===== src/verilog/rzc_pkg.sv =====
// Package of the reducer automatic zoom control.
// Assumes one register port on the pixel clock, 9-bit register offsets and 16-bit data.
package rzc_pkg;

  // ****************************************
  // Register offsets
  // ****************************************
  localparam logic [8:0] RZC_ADDR_CUR_W = 9'h1ab;
  localparam logic [8:0] RZC_ADDR_CUR_H = 9'h1ac;
  localparam logic [8:0] RZC_ADDR_STEP = 9'h1ae;
  localparam logic [8:0] RZC_ADDR_CTRL = 9'h1af;

  // ****************************************
  // Reset values and masks
  // ****************************************
  localparam logic [15:0] RZC_STEP_RST = 16'h0504;
  localparam logic [15:0] RZC_CTRL_RST = 16'h0010;
  localparam logic [15:0] RZC_CTRL_WMASK = 16'h0378;
  localparam logic [10:0] RZC_FULL_W = 11'h500;
  localparam logic [10:0] RZC_FULL_H = 11'h400;

  // ****************************************
  // Field positions
  // ****************************************
  localparam int RZC_STEP_X_HI = 15;
  localparam int RZC_STEP_X_LO = 8;
  localparam int RZC_STEP_Y_HI = 7;
  localparam int RZC_STEP_Y_LO = 0;
  localparam int RZC_BIT_ZOOM_OUT = 9;
  localparam int RZC_BIT_ZOOM_IN = 8;
  localparam int RZC_BIT_AUTO_CLASSIC = 3;

  typedef struct packed {
    logic [15:0] step;
    logic [15:0] ctrl;
    logic [10:0] width;
    logic [10:0] height;
    logic [15:0] rdata;
    logic classic;
  } rzc_state_t;

endpackage


===== src/verilog/rzc_stepper.sv =====
// One axis of the zoom window: next size after one step, clamped to its limits.
// Assumes lo is not above hi; software keeps the window no smaller than the output.
`timescale 1ns/1ps
module rzc_stepper
  import rzc_pkg::*;
(
  input wire logic [10:0] cur,
  input wire logic [7:0] step,
  input wire logic grow,
  input wire logic [10:0] lo,
  input wire logic [10:0] hi,
  output logic [10:0] nxt,
  output logic at_hi,
  output logic at_lo
);

  logic [11:0] sum;
  logic [11:0] dif;

  always_comb begin
    sum = {1'b0, cur} + {4'h0, step};
    dif = {1'b0, cur} - {4'h0, step};
    if (grow) begin
      if (sum > {1'b0, hi}) begin
        nxt = hi;
      end else begin
        nxt = sum[10:0];
      end
    end else begin
      // Underflow or below output size stops at the lower limit
      if (dif[11] || (dif[10:0] < lo)) begin
        nxt = lo;
      end else begin
        nxt = dif[10:0];
      end
    end
    at_hi = (cur >= hi);
    at_lo = (cur <= lo);
  end

endmodule


===== src/verilog/rzc_top.sv =====
// Reducer automatic zoom control: step and control registers, zoom window state.
// Assumes frame_start and the output sizes come from logic on ref_clk.
//
// Behaviour
// - Step register holds X step in upper byte, Y step in lower byte.
// - Zoom-out bit starts automatic zoom out, window grows by the steps.
// - Zoom-in bit starts automatic zoom in, window shrinks by the steps.
// - Auto-switch bit selects classic interpolation at full resolution.
// - Current window width and height read back as 11-bit values.
`timescale 1ns/1ps
module rzc_top
  import rzc_pkg::*;
(
  input wire logic ref_clk,
  input wire logic rst_n,
  input wire logic [8:0] reg_addr,
  input wire logic reg_wr,
  input wire logic [15:0] reg_wdata,
  output logic [15:0] reg_rdata,
  input wire logic frame_start,
  input wire logic [10:0] out_width,
  input wire logic [10:0] out_height,
  output logic [10:0] cur_width,
  output logic [10:0] cur_height,
  output logic classic_interp
);

  // ****************************************
  // State and axis steppers
  // ****************************************
  rzc_state_t s_q;
  rzc_state_t s_d;

  logic zoom_out;
  logic zoom_in;
  logic active;
  logic grow;
  logic [10:0] nxt_w;
  logic [10:0] nxt_h;
  logic w_hi;
  logic w_lo;
  logic h_hi;
  logic h_lo;
  logic done;
  logic full_res;

  assign zoom_out = s_q.ctrl[RZC_BIT_ZOOM_OUT];
  assign zoom_in = s_q.ctrl[RZC_BIT_ZOOM_IN];
  assign active = zoom_out || zoom_in;
  assign grow = zoom_out;

  // Lower limit is the output size
  rzc_stepper u_step_x (
    .cur(s_q.width),
    .step(s_q.step[RZC_STEP_X_HI:RZC_STEP_X_LO]),
    .grow(grow),
    .lo(out_width),
    .hi(RZC_FULL_W),
    .nxt(nxt_w),
    .at_hi(w_hi),
    .at_lo(w_lo)
  );

  rzc_stepper u_step_y (
    .cur(s_q.height),
    .step(s_q.step[RZC_STEP_Y_HI:RZC_STEP_Y_LO]),
    .grow(grow),
    .lo(out_height),
    .hi(RZC_FULL_H),
    .nxt(nxt_h),
    .at_hi(h_hi),
    .at_lo(h_lo)
  );

  // Finished once both axes stand at the limit in the zoom direction
  assign done = grow ? (w_hi && h_hi) : (w_lo && h_lo);
  assign full_res = (s_q.width == RZC_FULL_W) && (s_q.height == RZC_FULL_H);

  // ****************************************
  // Next state
  // ****************************************
  always_comb begin
    s_d = s_q;
    // Automatic zoom, one step per frame
    if (active && frame_start) begin
      if (done) begin
        // Zoom out has priority; only its bit clears when both are set
        if (grow) begin
          s_d.ctrl[RZC_BIT_ZOOM_OUT] = 1'b0;
        end else begin
          s_d.ctrl[RZC_BIT_ZOOM_IN] = 1'b0;
        end
      end else begin
        s_d.width = nxt_w;
        s_d.height = nxt_h;
      end
    end
    // Register writes; a software set wins over the hardware clear
    if (reg_wr) begin
      if (reg_addr == RZC_ADDR_STEP) begin
        s_d.step = reg_wdata;
      end else if (reg_addr == RZC_ADDR_CTRL) begin
        s_d.ctrl = reg_wdata & RZC_CTRL_WMASK;
      end
    end
    s_d.classic = s_q.ctrl[RZC_BIT_AUTO_CLASSIC] && full_res;
    // Read data, one cycle after the address
    if (reg_addr == RZC_ADDR_CUR_W) begin
      s_d.rdata = {5'h00, s_q.width};
    end else if (reg_addr == RZC_ADDR_CUR_H) begin
      s_d.rdata = {5'h00, s_q.height};
    end else if (reg_addr == RZC_ADDR_STEP) begin
      s_d.rdata = s_q.step;
    end else if (reg_addr == RZC_ADDR_CTRL) begin
      s_d.rdata = s_q.ctrl;
    end else begin
      s_d.rdata = 16'h0000;
    end
  end

  always_ff @(posedge ref_clk) begin
    if (!rst_n) begin
      s_q.step <= RZC_STEP_RST;
      s_q.ctrl <= RZC_CTRL_RST;
      s_q.width <= RZC_FULL_W;
      s_q.height <= RZC_FULL_H;
      s_q.rdata <= 16'h0000;
      s_q.classic <= 1'b0;
    end else begin
      s_q <= s_d;
    end
  end

  assign reg_rdata = s_q.rdata;
  assign cur_width = s_q.width;
  assign cur_height = s_q.height;
  assign classic_interp = s_q.classic;

  // Expected zoom-out sizes from the registers
  logic [11:0] chk_w_sum;
  logic [11:0] chk_h_sum;
  logic [10:0] chk_w_grow;
  logic [10:0] chk_h_grow;
  assign chk_w_sum = {1'b0, s_q.width} + {4'h0, s_q.step[RZC_STEP_X_HI:RZC_STEP_X_LO]};
  assign chk_h_sum = {1'b0, s_q.height} + {4'h0, s_q.step[RZC_STEP_Y_HI:RZC_STEP_Y_LO]};
  assign chk_w_grow = (chk_w_sum > {1'b0, RZC_FULL_W}) ? RZC_FULL_W : chk_w_sum[10:0];
  assign chk_h_grow = (chk_h_sum > {1'b0, RZC_FULL_H}) ? RZC_FULL_H : chk_h_sum[10:0];
endmodule


===== config.mk =====
export PLATFORM = sky130hd
export DESIGN_NAME = rzc_top
export DESIGN_NICKNAME = d
export VERILOG_FILES = /design/src/verilog/rzc_pkg.sv /design/src/verilog/rzc_stepper.sv /design/src/verilog/rzc_top.sv
export SDC_FILE = /design/constraint.sdc
export NUM_CORES = 1
export LEC_CHECK = 0
export BUFFER_PORTS_ARGS = -buffer_cell sky130_fd_sc_hd__buf_4
export CAP_MARGIN = 20
export CELL_PAD_IN_SITES_DETAIL_PLACEMENT = 1
export CELL_PAD_IN_SITES_GLOBAL_PLACEMENT = 1
export CORE_UTILIZATION = 47
export CTS_BUF_LIST = sky130_fd_sc_hd__clkbuf_4
export DETAILED_ROUTE_END_ITERATION = 6
export PLACE_DENSITY_LB_ADDON = 0.1
export RECOVER_POWER = 25
export SLEW_MARGIN = 25
export SYNTH_ARGS = -nofsm -noshare
export SYNTH_HDL_FRONTEND = slang
export SYNTH_SLANG_ARGS = --single-unit

===== constraint.sdc =====
create_clock -name ref_clk -period 12.7 [get_ports ref_clk]
set_input_delay 0.635 -clock ref_clk [delete_from_list [all_inputs] [get_ports ref_clk]]
set_output_delay 0.635 -clock ref_clk [all_outputs]
set_load 0.005 [all_outputs]

== Word-level counts from Yosys, hierarchy flattened ==
Index checks and enable logic that the tools add are counted.
Storage, ports and cells
  output and inout bits: 39
  flip-flop bits (word level): 61
  input port bits: 51
  word-level logic and storage cells: 58
Operators by class
  bitwise gates (word level): 3
  mux-type cells: 17
  add/subtract/negate cells: 4
  reductions and logical operators: 12
  magnitude comparators: 8
  eq/ne operators: 6
Operator list (count)
  11-bit two-way mux: 8
  10-bit two-way mux: 4
  9-bit equality test (second input constant): 4
  11-bit by 8-bit adder with 12-bit output: 2
  12-bit by 11-bit > comparator with 1-bit output (second input constant): 2
  11-bit by 8-bit subtractor with 12-bit output: 2
  11-bit equality test (second input constant): 2
  11-bit greater-or-equal comparator (second input constant): 2
  11-bit less-or-equal comparator: 2
  11-bit less-than comparator: 2
  16-bit two-way mux: 1
  1-bit logical AND: 5
  2-bit two-way mux: 2
  2-bit AND reduction: 2
  1-bit logical OR: 3
  1-bit NOT: 3
  3-bit AND reduction: 1
  3-bit OR reduction: 1
  1-bit two-way mux: 2

== Longest topological paths before layout ==
  depth after elaboration: 8
  depth in mapped cells: 21
  gate-level depth less buffers: 19

== Hierarchy ==
From an unflattened synthesis, not the netlist that was laid out.
Unflattened totals
  cells, all modules: 916
  area total of the unflattened synthesis: 7313.3 um2
Modules (own cells, without submodules)
  rzc_top: times used 1, seq. area each 1221.2 um2, area each 2957.8 um2, cells an instance 322
  rzc_stepper at u_step_x: times used 1, seq. area each 0.0 um2, area each 2178.3 um2, cells an instance 296
  rzc_stepper at u_step_y: times used 1, seq. area each 0.0 um2, area each 2177.1 um2, cells an instance 298

== Worst setup path after synthesis ==
No wires, ideal clock.
  kind: register -> register
  start: register s_q (netlist bit cur_height[0])
  end: register s_q (netlist bit cur_height[0])
  period minus slack after synthesis: 4158 ps
  slack: 8542 ps
  arrival time: 4026 ps
  required time: 12568 ps
  buffers on the path: 2
  stages on the path, launching flop included: 21
  library setup time: 132 ps
  cell sequence: dfxtp_1 inv_1 ha_1 inv_1 fa_1 a211oi_1 nor2_1 or3_1 a21o_1 a2111oi_2 xor2_1 ha_1 nand2_1 nor2_1 a221o_1 o22a_1 clkbuf_1 buf_2 or2_0 a32oi_1 a21oi_1
On the way
  word-level cells in the longest chain between the ends: 5
  elaborated cells on any way between the ends: 15
  classes of those cells: 2 x add/sub; 4 x order compare; 4 x mux; 1 x bitwise; 4 x reduce/logical
RTL lines
  start: declaration: line rzc_top.sv:31  | rzc_state_t s_q;
  11-bit by 8-bit subtractor with 12-bit output (tied with other cells): line rzc_stepper.sv:22  | dif = {1'b0, cur} - {4'h0, step};
  11-bit less-than comparator / 1-bit logical AND (equally long branches): line rzc_stepper.sv:31, rzc_top.sv:76
  1-bit logical OR / 1-bit two-way mux (equally long branches): line rzc_stepper.sv:31, rzc_top.sv:76
  11-bit two-way mux / 1-bit NOT (equally long branches)
  11-bit two-way mux / 2-bit AND reduction (equally long branches)
Parallel ways exist; a longest one is shown, timed or not.
A chain may end at the register's enable or synchronous reset.

== Worst setup path after layout ==
  start: register s_q (netlist bit cur_width[0])
  end: register s_q (netlist bit cur_width[6])
Same word-level chain as after synthesis.

==> flow_summary_export.csv <==
group,metric,value,unit
worst_setup_path,critPathLaunch,"cur_width[0]$_SDFFE_PN0P_",
power,pwr-share-seq,0.474,
worst_setup_path,worstPathMaxFanout,11,
sta,finClkSkew,14.5,ps
route,totalWireLength,19900,microns
grt,grt_pass1_wl,31300,microns
sta,hold_viol_final,0,
worst_setup_path,startpoint_type,"flop",
worst_setup_path,r2r-start,"cur_width[0]$_SDFFE_PN0P_",
power,power_frac_clock,0.397,
outcome,status,"complete, no violations",
power,peakVddDrop,0.0386,mV
clocking,cts-htree-levels,3,
floorplanning,num_rows,40,
placed_design,portBuffers,89,
synthesis,postSynth.asyncResetShare,0,
clocking,root_buffer,"clkbuf_4",
synthesis,synthDistinctLibCells,71,
sta,maxSlewViolCount,0,
clocking,tritoncts,"done",
worst_hold_path,min_from,"reg_wdata[2]",
layout,antenna_cells,0,
sta,rsz0062_at_grt,"false",
worst_setup_path,required,13010,ps
route,ant_nets,0,
layout,fillers,1570,
clocking,cts_inserted_buffers,9,
grt,grt_max_degree,37,
route,routed_via_density,5.96,
clocking,cts_resized,0,
placed_design,gp_congestion,0.912,
clocking,cts_buffer_depth,2,
floorplanning,die_area,13200,sq um
route,drt_iter0_drc,326,
worst_setup_path,cpMaxStageDelayCell,"nor2_1",
power,power-per-cell-area,61.4,nW/um^2
power,p_leak,2.95,nW
synthesis,avgSynthCellArea,7.70,sq um
sta,worstMarginPinSlew,947,ps
clocking,cts.sinks,61,
synthesis,ys_warn_count,0,
synthesis,postSynthCellCount,779,
worst_setup_path,worstSetupEndpointType,"flop",
worst_setup_path,crit_chain,"inv_1 > ha_1 > inv_1 > fa_1 > a211oi_1 > nor2_1 > o311a_1 > o21ai_0 > nand2b_1 > xnor2_1 > ha_1 > a21oi_1 > o21ai_0 > a221oi_1 > nor2_1 > mux2_2 > a32oi_1 > a21oi_1",
route,drt_pass1_iterations,4,
layout,area_delta_synth_final,9.42,%
power,switchingPower,109,uW
power,pwr-share-comb,0.129,
floorplanning,dieWidth,115,microns
power,p_int,294,uW
placed_design,pre_cts_slack,8160,ps
sta,maxSlewHeadroom,0.366,
worst_setup_path,arrival,4940,ps
sta,setup_violations,0,
route,num_vias,5831,
floorplanning,io_pins,90,
worst_setup_path,crit_type,"flop to flop",
grt,grt_pass1_vias,6085,
synthesis,synth-seq-cells,61,
flow_run,cap_violations,0,
sta,fin_crit_sh,0.364,
layout,drive_gt1_frac,0.155,
worst_setup_path,slowest_delay,760,ps
clocking,post_cts_buffers,0,
synthesis,synth_nets,908,
sta,clock.fmax,216,MHz
grt,grt-ovfl-total,0,
placed_design,hpwl,15800,microns
grt,track_usage,0.310,
sta,tns,0,ps
clocking,postCtsHoldBufs,0,
power,sw_frac_of_total,0.270,
synthesis,netlist_area,6000,sq um
synthesis,ys_seq_area_frac,0.203,
grt,antenna_found_initial,0,
clocking,clk_latency,440,ps
floorplanning,design.core.area,12200,sq um
floorplanning,die_y,115,microns
floorplanning,initial_core_util,0.491,
worst_hold_path,hp-class,"primary input to flop",
route,avgRoutedWirePerCell,20.3,microns
sta,period_minus_slack,4620,ps
synthesis,synth_edf_count,0,
route,route.detailed.drc,0,
clocking,clkTransAtPathRegs,110,ps
synthesis,synth-main-ff-cell,"dfxtp_1",
layout,fin_nets,935,
sta,worst_slack,8080,ps
## synthesized netlist by cell type (7+ instances only)
cell      number  share of area
clkbuf_1      22          0.014
o21a_1         7         0.0088
o21ai_0       42          0.035
o31ai_1        8          0.010
inv_1         59          0.037
buf_4         39          0.049
xnor2_1       15          0.022
mux2i_1       17          0.028
nand2_1       72          0.045
a21o_1        11          0.014
nor2_1        57          0.036
dfxtp_1       61           0.20
a31oi_1       10          0.010
nor2b_1       12          0.013
mux2_2        11          0.021
ha_1          74           0.15
xor2_1         8          0.012
nor3_1        13          0.011
a211oi_1      13          0.016
and2_1         7         0.0073
nand3_1       25          0.021
a21oi_1       66          0.055
## through the flow
stage                     hold WS (ps)  std cells  cell area (sq um)  total power [mW]   util
after floorplan                    436        779               6000             0.225      -
after global placement             448        963               6420             0.245  0.526
final                              432        979               6570             0.404  0.538
after CTS                          424        979               6580             0.406  0.539
after detailed placement           456        963               6420             0.247  0.526
after global routing               438        979               6570             0.419  0.538
## area by class of cell
| cell class | instances | area, sq um | share of cell area |
|---|---|---|---|
| multi-input combinational | 577 | 4060 | 0.617 |
| tap | 168 | 210 | 0.0320 |
| clock inverter | 7 | 90.1 | 0.0137 |
| timing repair buffer | 93 | 683 | 0.104 |
| inverter | 64 | 240 | 0.0366 |
| clock buffer | 9 | 67.6 | 0.0103 |
| sequential | 61 | 1220 | 0.186 |
## per-layer routing
layer	global-route usage	up-vias	wire [microns]
met5	0	-	0
met4	0.142	0	607
met3	0.0401	47	990
met2	0.575	148	10200
met1	0.353	2845	8090
li1	-	2791	-
## registers in the layout (all words and copies together), names as in the netlist
signal	flops
classic_interp	1
grow	1
cur_width	11
cur_height	11
s_q	21
reg_rdata	16
## critical path, delay by kind of cell, from the launching register on
family                   cells  cell delay (ps)
flip-flops                   1              380
AO/OA/AOI/OAI                8             1470
AND/OR/NAND/NOR              3              970
XOR/XNOR                     1              170
buffers and inverters        2              170
adder cells (fa/ha/maj)      3              950
multiplexers                 1              420
## cells in the final DEF (no fill, tap or decap), drive strengths merged, types with 7 or more instances in the layout
cell type / Yosys / final
nand3: 25 / 25
ha: 74 / 74
o21a: 7 / 7
mux2i: 17 / 17
nor2: 57 / 57
a21o: 11 / 11
inv: 60 / 60
buf: 54 / 72
a211oi: 13 / 13
xor2: 8 / 8
nand2b: 7 / 7
o21ai: 47 / 47
xnor2: 15 / 15
dfxtp: 61 / 61
a31oi: 10 / 10
a21oi: 66 / 66
nor2b: 12 / 12
mux2: 11 / 11
o31ai: 8 / 8
nand2: 72 / 72
clkbuf: 23 / 30
nor3: 13 / 13
clkinv: 4 / 9
and2: 7 / 7
## kinds of logic (layout without fill, tap and decap cells)
family | count (synthesis) | count (layout) | share of synthesized area
buffers and inverters | 141 | 173 | 0.122
multiplexers | 28 | 28 | 0.0490
AND/OR/NAND/NOR | 227 | 227 | 0.180
flip-flops | 61 | 61 | 0.203
adder cells (fa/ha/maj) | 78 | 78 | 0.168
AO/OA/AOI/OAI | 221 | 221 | 0.245
XOR/XNOR | 23 | 23 | 0.0336
## final timing paths
check / to / slack [ps] / depth (start not counted)
worst max-delay path: cur_width[6]$_SDFFE_PN0P_ / 8080 / 18
worst min-delay path: s_q[57]$_SDFFE_PN1P_ / 430 / 3
worst max register to register: cur_width[6]$_SDFFE_PN0P_ / 8080 / 18
worst min register to register: s_q[44]$_SDFFE_PN0P_ / 470 / 2
## power by group through the flow
stage	Sequential (mW)	Clock (mW)	Combinational, mW
floorplan	0.196	0	0.0294
global placement	0.196	0	0.0488
detailed placement	0.196	0	0.0516
CTS	0.191	0.163	0.0519
global route	0.192	0.171	0.0567
finish	0.191	0.160	0.0520
Note: power is estimated with default switching activity, not from simulation.
